**src/hw/pms_pkg.sv**
```systemverilog
package pms_pkg;

	localparam int NUM_SLICES = 8;
	localparam int NUM_PINS   = 8;
	localparam int CODE_W     = 3;
	localparam int SRC_W      = 3;

	// Byte addresses of the registers
	localparam logic [31:0] CTRL_ADDR   = 32'ha000_4028;
	localparam logic [31:0] SRC_ADDR    = 32'ha000_402c;
	localparam logic [31:0] CFG_ADDR    = 32'ha000_4030;
	localparam logic [31:0] STATUS_ADDR = 32'ha000_4034;
	localparam logic [31:0] MASK_ADDR   = 32'ha000_4038;

	// Configuration register layout
	localparam int CFG_EP_LSB   = 0;
	localparam int CFG_EP_W     = 7;
	localparam int CFG_CODE_LSB = 8;
	localparam logic [31:0] CFG_WMASK = 32'hffff_ff7f;

	// Source-select register layout
	localparam int SRC_LSB = 8;
	localparam logic [31:0] SRC_WMASK = 32'hffff_ff00;

	// Control register layout
	localparam int CTRL_SEL_BIT  = 0;
	localparam int CTRL_RXEV_BIT = 1;
	localparam logic [31:0] CTRL_WMASK = 32'h0000_0003;

	// Reset values
	localparam logic [31:0] CFG_RESET    = 32'h0000_0000;
	localparam logic [31:0] SRC_RESET    = 32'h0000_0000;
	localparam logic [31:0] CTRL_RESET   = 32'h0000_0000;
	localparam logic [7:0]  STATUS_RESET = 8'h00;
	localparam logic [7:0]  MASK_RESET   = 8'h00;

	// Contribution-condition codes
	localparam logic [2:0] COND_HIGH      = 3'h0;
	localparam logic [2:0] COND_STK_RISE  = 3'h1;
	localparam logic [2:0] COND_STK_FALL  = 3'h2;
	localparam logic [2:0] COND_STK_EDGE  = 3'h3;
	localparam logic [2:0] COND_LVL_HIGH  = 3'h4;
	localparam logic [2:0] COND_LVL_LOW   = 3'h5;
	localparam logic [2:0] COND_ZERO      = 3'h6;
	localparam logic [2:0] COND_EVENT     = 3'h7;

endpackage

```
**src/hw/pms_sync.sv**
```systemverilog
`timescale 1ns/1ps

module pms_sync
(
	input  wire logic                          clk,
	input  wire logic                          rstn,
	input  wire logic [pms_pkg::NUM_PINS-1:0] pinAsync,
	output logic      [pms_pkg::NUM_PINS-1:0] pinSync
);

	genvar g;
	generate
		for (g = 0; g < pms_pkg::NUM_PINS; g = g + 1)
		begin : gBit
			logic stage1;
			always_ff @(posedge clk)
			begin
				if (!rstn)
				begin
					stage1     <= 1'b0;
					pinSync[g] <= 1'b0;
				end
				else
				begin
					stage1     <= pinAsync[g];
					pinSync[g] <= stage1;
				end
			end
		end
	endgenerate

endmodule // pms_sync

```
**src/hw/pms_slice.sv**
```systemverilog
`timescale 1ns/1ps

module pms_slice
(
	input  wire logic        clk,
	input  wire logic        rstn,
	input  wire logic        pinLevel,
	input  wire logic [2:0]  code,
	input  wire logic        clearHistory,
	output logic             contribute
);

	logic prevLevel;
	logic primed;
	logic stickyRise;
	logic stickyFall;
	wire  riseNow = primed & pinLevel & ~prevLevel;
	wire  fallNow = primed & ~pinLevel & prevLevel;

	// First sample after reset only primes history, so no false edge
	always_ff @(posedge clk)
	begin
		if (!rstn)
		begin
			prevLevel <= 1'b0;
			primed    <= 1'b0;
		end
		else
		begin
			prevLevel <= pinLevel;
			primed    <= 1'b1;
		end
	end

	// Edge in the clearing cycle still counts
	always_ff @(posedge clk)
	begin
		if (!rstn)
		begin
			stickyRise <= 1'b0;
			stickyFall <= 1'b0;
		end
		else
		begin
			stickyRise <= riseNow | (stickyRise & ~clearHistory);
			stickyFall <= fallNow | (stickyFall & ~clearHistory);
		end
	end

	always_comb
	begin
		contribute = 1'b0;
		case (code)
			pms_pkg::COND_HIGH:     contribute = 1'b1;
			pms_pkg::COND_STK_RISE: contribute = stickyRise | riseNow;
			pms_pkg::COND_STK_FALL: contribute = stickyFall | fallNow;
			pms_pkg::COND_STK_EDGE:
				contribute = stickyRise | stickyFall | riseNow | fallNow;
			pms_pkg::COND_LVL_HIGH: contribute = pinLevel;
			pms_pkg::COND_LVL_LOW:  contribute = ~pinLevel;
			pms_pkg::COND_ZERO:     contribute = 1'b0;
			pms_pkg::COND_EVENT:    contribute = riseNow | fallNow;
			default:                contribute = 1'b0;
		endcase
	end

endmodule // pms_slice

```
**src/hw/pms_engine.sv**
```systemverilog
`timescale 1ns/1ps

module pms_engine
(
	input  wire logic        clk,
	input  wire logic        rstn,
	input  wire logic        wb_cyc_i,
	input  wire logic        wb_stb_i,
	input  wire logic        wb_we_i,
	input  wire logic [31:0] wb_adr_i,
	input  wire logic [3:0]  wb_sel_i,
	input  wire logic [31:0] wb_dat_i,
	output logic      [31:0] wb_dat_o,
	output logic             wb_ack_o,
	input  wire logic [7:0]  pinIn,
	output logic      [7:0]  matchIrq,
	output logic             rxEvent,
	output logic             irq
);

	localparam int NS = pms_pkg::NUM_SLICES;

	logic [31:0]   sliceConditionConfig;
	logic [31:0]   sliceSourceSelect;
	logic [31:0]   matchControlReg;
	logic [NS-1:0] irqStatus;
	logic [NS-1:0] irqMask;

	logic [7:0]    pinSync;
	logic [NS-1:0] contrib;
	logic [NS-1:0] termAnd;
	logic [NS-1:0] termEnd;
	logic [NS-1:0] rawMatch;

	// Bus decode
	wire        access    = wb_cyc_i & wb_stb_i & ~wb_ack_o;
	wire        wrAccess  = access & wb_we_i;
	wire        rdAccess  = access & ~wb_we_i;
	wire        hitCtrl   = (wb_adr_i == pms_pkg::CTRL_ADDR);
	wire        hitSrc    = (wb_adr_i == pms_pkg::SRC_ADDR);
	wire        hitCfg    = (wb_adr_i == pms_pkg::CFG_ADDR);
	wire        hitStatus = (wb_adr_i == pms_pkg::STATUS_ADDR);
	wire        hitMask   = (wb_adr_i == pms_pkg::MASK_ADDR);
	wire [31:0] byteMask  = {{8{wb_sel_i[3]}}, {8{wb_sel_i[2]}},
	                         {8{wb_sel_i[1]}}, {8{wb_sel_i[0]}}};

	wire wrCtrl   = wrAccess & hitCtrl;
	wire wrSrc    = wrAccess & hitSrc;
	wire wrCfg    = wrAccess & hitCfg;
	wire wrMask   = wrAccess & hitMask;
	wire rdStatus = rdAccess & hitStatus;

	wire [31:0] next_cfg = ((sliceConditionConfig & ~byteMask)
	                       | (wb_dat_i & byteMask))
	                       & pms_pkg::CFG_WMASK;
	wire [31:0] next_src = ((sliceSourceSelect & ~byteMask)
	                       | (wb_dat_i & byteMask))
	                       & pms_pkg::SRC_WMASK;
	wire [31:0] next_ctrl = ((matchControlReg & ~byteMask)
	                        | (wb_dat_i & byteMask))
	                        & pms_pkg::CTRL_WMASK;
	wire [NS-1:0] next_mask = wb_sel_i[0] ? wb_dat_i[NS-1:0] : irqMask;

	wire engineSelect = matchControlReg[pms_pkg::CTRL_SEL_BIT];
	wire rxEvEnable   = matchControlReg[pms_pkg::CTRL_RXEV_BIT];

	// Any write to either register clears history, whatever the lanes
	wire clearHistory = wrCfg | wrSrc
	                    | (~engineSelect & ~rxEvEnable);

	wire [31:0] rdData =
		hitCtrl   ? matchControlReg :
		hitSrc    ? sliceSourceSelect :
		hitCfg    ? sliceConditionConfig :
		hitStatus ? {24'h00_0000, irqStatus} :
		hitMask   ? {24'h00_0000, irqMask} :
		32'h0000_0000;

	// Register file
	always_ff @(posedge clk)
	begin
		if (!rstn)
		begin
			sliceConditionConfig <= pms_pkg::CFG_RESET;
			sliceSourceSelect    <= pms_pkg::SRC_RESET;
			matchControlReg      <= pms_pkg::CTRL_RESET;
			irqMask              <= pms_pkg::MASK_RESET;
		end
		else
		begin
			if (wrCfg)
				sliceConditionConfig <= next_cfg;
			if (wrSrc)
				sliceSourceSelect <= next_src;
			if (wrCtrl)
				matchControlReg <= next_ctrl;
			if (wrMask)
				irqMask <= next_mask;
		end
	end

	// Single-cycle answer; unmapped reads return zero, writes dropped
	always_ff @(posedge clk)
	begin
		if (!rstn)
		begin
			wb_ack_o <= 1'b0;
			wb_dat_o <= 32'h0000_0000;
		end
		else
		begin
			wb_ack_o <= access;
			if (rdAccess)
				wb_dat_o <= rdData;
		end
	end

	pms_sync uSync
	(
		.clk      (clk),
		.rstn     (rstn),
		.pinAsync (pinIn),
		.pinSync  (pinSync)
	);

	genvar g;
	generate
		for (g = 0; g < NS; g = g + 1)
		begin : gSlice
			wire [2:0] srcSel =
				sliceSourceSelect[pms_pkg::SRC_LSB + 3*g +: 3];
			wire [2:0] condCode =
				sliceConditionConfig[pms_pkg::CFG_CODE_LSB + 3*g +: 3];
			wire selPin = pinSync[srcSel];

			pms_slice uSlice
			(
				.clk          (clk),
				.rstn         (rstn),
				.pinLevel     (selPin),
				.code         (condCode),
				.clearHistory (clearHistory),
				.contribute   (contrib[g])
			);

			if (g == NS - 1)
			begin : gLast
				assign termEnd[g] = 1'b1;
			end
			else
			begin : gFlag
				assign termEnd[g] =
					sliceConditionConfig[pms_pkg::CFG_EP_LSB + g];
			end

			// A slice after an endpoint opens a fresh term
			if (g == 0)
			begin : gFirst
				assign termAnd[g] = contrib[g];
			end
			else
			begin : gChain
				assign termAnd[g] = contrib[g]
				                    & (termEnd[g-1] | termAnd[g-1]);
			end

			assign rawMatch[g] = termEnd[g] & termAnd[g];
		end
	endgenerate

	wire [NS-1:0] request  = rawMatch & {NS{engineSelect}};
	wire          anyMatch = |rawMatch;

	// Status set wins over the read that clears it
	always_ff @(posedge clk)
	begin
		if (!rstn)
			irqStatus <= pms_pkg::STATUS_RESET;
		else if (rdStatus)
			irqStatus <= request;
		else
			irqStatus <= irqStatus | request;
	end

	always_ff @(posedge clk)
	begin
		if (!rstn)
		begin
			matchIrq <= 8'h00;
			rxEvent  <= 1'b0;
			irq      <= 1'b0;
		end
		else
		begin
			matchIrq <= request;
			rxEvent  <= anyMatch & rxEvEnable;
			irq      <= |((irqStatus | request) & irqMask);
		end
	end

endmodule // pms_engine

```
**config.mk**
```make
export PLATFORM = sky130hd
export DESIGN_NAME = pms_engine
export DESIGN_NICKNAME = d
export VERILOG_FILES = /design/src/hw/pms_pkg.sv /design/src/hw/pms_sync.sv /design/src/hw/pms_slice.sv /design/src/hw/pms_engine.sv
export SDC_FILE = /design/constraint.sdc
export NUM_CORES = 1
export LEC_CHECK = 0
export BUFFER_PORTS_ARGS = -buffer_cell sky130_fd_sc_hd__buf_4
export CAP_MARGIN = 20
export CORE_UTILIZATION = 51
export DETAILED_ROUTE_END_ITERATION = 16
export PLACE_DENSITY = 0.77
export SKIP_LAST_GASP = 1
export SYNTH_ARGS = -nofsm -noshare
export SYNTH_HDL_FRONTEND = slang
export SYNTH_SLANG_ARGS = --single-unit
```
**constraint.sdc**
```tcl
create_clock -name clk -period 2.85 [get_ports clk]
set_input_delay 0.57 -clock clk [delete_from_list [all_inputs] [get_ports clk]]
set_output_delay 0.57 -clock clk [all_outputs]
set_load 0.05 [all_outputs]
```
==> run metrics <==
# DRC 0; Placement Setup Slack -264 ps; CTS tree yes; failing checks negative setup slack; Mapped Area between 7000 and 8000 um2; final cell count without fillers between 1000 and 1500; Total Power roughly 4.7 mW; initial antenna violation count 0; Worst setup SP type flop; Syn Nets approximately 860; clock sink count 157; GPL Wtd Cong roughly 0.92; vias in the first global route between 6000 and 7000; Hold Vio Cnt, Final 0; Layout area overhead 32.9%; Setup WS post-layout -178 ps; Commonest cells post-synth dfxtp_1 (157), nor2_1 (151), mux2i_1 (72); Hold/Removal Path Class input pin to flop; status complete, but fails checks; sequential share of the synthesized area between 40% and 50%; min Tclk post-route 3030 ps; H-tree depth 4; vias 6731; Leakage about 3.5 nW; Ant. Diodes 0; post-synth top area share ~44%; top cells by area, synth dfxtp_1 (44%), mux2i_1 (10%), nor2_1 (8.0%); Placed Instances 1102; Clock Tree Buf Depth 2; worst skew pair latency ~430 ps; fin. max-slew vios 0; CP endpoint kind flop; highest clock rate between 300 and 400 MHz; crit-path max FO 5; max_cap viols 0; largest net degree at the start of global routing 100; Final setup viols 4; Die X 120 um; Worst-path clk slew 60 ps; Pre-antenna DRT Iters 5; Data arrival, critical path 3350 ps; Fin Hold WS roughly 340 ps; CTS buffer count 17; Vias/cell 5.89; Async S/R FF share, synth 0%; RSZ-0062 raised after global routing yes; VDD IR max 0.393 mV; relative slew slack 29.6%; yosys warns 0; Synth Instances around 780; Post-synth EDFFs 0; I/O pin count between 100 and 150; worst-margin pin slew between 1000 and 1500 ps; clock root buffer clkbuf_16; row count 42; PortBufs around 120; post-synth cell types 66; CP required roughly 3200 ps; antenna viol nets, final 0; Initial Util a little over half; post-route clock period utilization 106%; Final Net Count 1035; first-pass GRT wire length ~32 mm; GRT Util Overall about 29%; Core Area ~13000 um2; Clock Skews between 8 and 9 ps; Power Density about 500 nW/um2; Chip Height ~120 um; FF+latch count, synth roughly 160; top-count cell post-synth dfxtp_1; Yosys top cell by area dfxtp_1; share of cells above drive strength 1 between 30% and 40%; crit path kind flop to flop; syn avg cell area slightly above 9 um2; post-DP HPWL between 10 and 15 mm; dominant synthesized flop cell dfxtp_1; DR iter-0 viols 847; routed len/inst roughly 18 um; die area around 14000 um2; total gr overflow 0; Routed WL 20.8 mm
-- repair_timing --
item	4_1_cts	5_1_grt
pin swaps	6	9
buffers inserted	9	2
setup endpoints to repair	10	14
hold buffers	0	0
gates resized for setup	26	27
-- metal layers --
| metal | vias to the layer above | global-route usage (%) | part of all wire [%] |
|---|---|---|---|
| met4 | 0 | 12.7 | 3.3 |
| met5 | - | 0 | 0 |
| met1 | 3171 | 37.5 | 42 |
| met2 | 351 | 45.8 | 46 |
| met3 | 67 | 7.37 | 8.4 |
| li1 | 3142 | - | - |
-- final timing paths --
check | to | startpoint | slack [ps] | cells past startpoint
max | rxEvent$_SDFF_PN0_ | flop | -180 | 10
min | uSync.gBit[3].stage1$_SDFF_PN0_ | pinIn[3] | 340 | 2
max reg2reg | rxEvent$_SDFF_PN0_ | flop | -180 | 10
min reg2reg | wb_dat_o[3]$_SDFFE_PN0P_ | wb_dat_o[3]$_SDFFE_PN0P_ | 460 | 2
-- cell families (layout without fill, tap and decap cells) --
family | count (synthesis) | after routing | synth area share (%)
AOI/OAI and AO/OA | 154 | 154 | 14.9
xor gates and xnor gates | 11 | 11 | 1.36
adders and majority gates | 2 | 2 | 0.300
buffers and inverters | 51 | 242 | 3.08
DFF | 157 | 157 | 44.3
muxes | 95 | 95 | 16.4
and+or+nand+nor | 306 | 306 | 19.7
-- stage by stage --
step / setup TNS (ps) / util, % / area [um2]
finish: -442 / 70.4 / 9440
global route: -1180 / 70.4 / 9440
CTS: -191 / 69.5 / 9310
detailed placement: -1180 / 64.1 / 8580
global placement: -328 / 64.1 / 8580
floorplan: -105 / - / 7100
-- report_power, final --
part	internal, mW	switching (mW)
Clock	1.22	0.922
Sequential	2.22	0.0217
Combinational	0.158	0.175
-- layout make-up --
type                    instances  area, um2
fillers                      1033       3960
inverters                      11       42.5
well taps                     176        220
clock buffers                  19        443
repair buffers                199       1520
flip-flops and latches        157       3160
multi-input cells             568       3930
clock inverters                13        119
-- worst max-delay path, cell delays in order, from the launching register on --
cell	delay (ps)
dfxtp_4	370
mux4_2	540
mux2i_4	220
nor2_1	120
a211oi_2	310
a221oi_2	80
o21a_4	150
o311a_4	320
buf_4	160
maj3_1	330
o311a_1	330
-- placed cells by master (no fill, tap or decap), types with 6 or more instances in the layout --
cell type,count
nor3b_1,6
clkbuf_16,17
dfxtp_1,146
nor2_1,150
nor3_1,19
dfxtp_2,8
o21ai_0,9
a221oi_1,12
xnor2_1,6
mux4_2,15
nand2_1,60
and2_1,19
mux2i_1,71
buf_4,194
a21oi_1,63
a22oi_1,7
nor2b_1,10
inv_1,10
No activity file was read; power rests on OpenSTA's default activity.
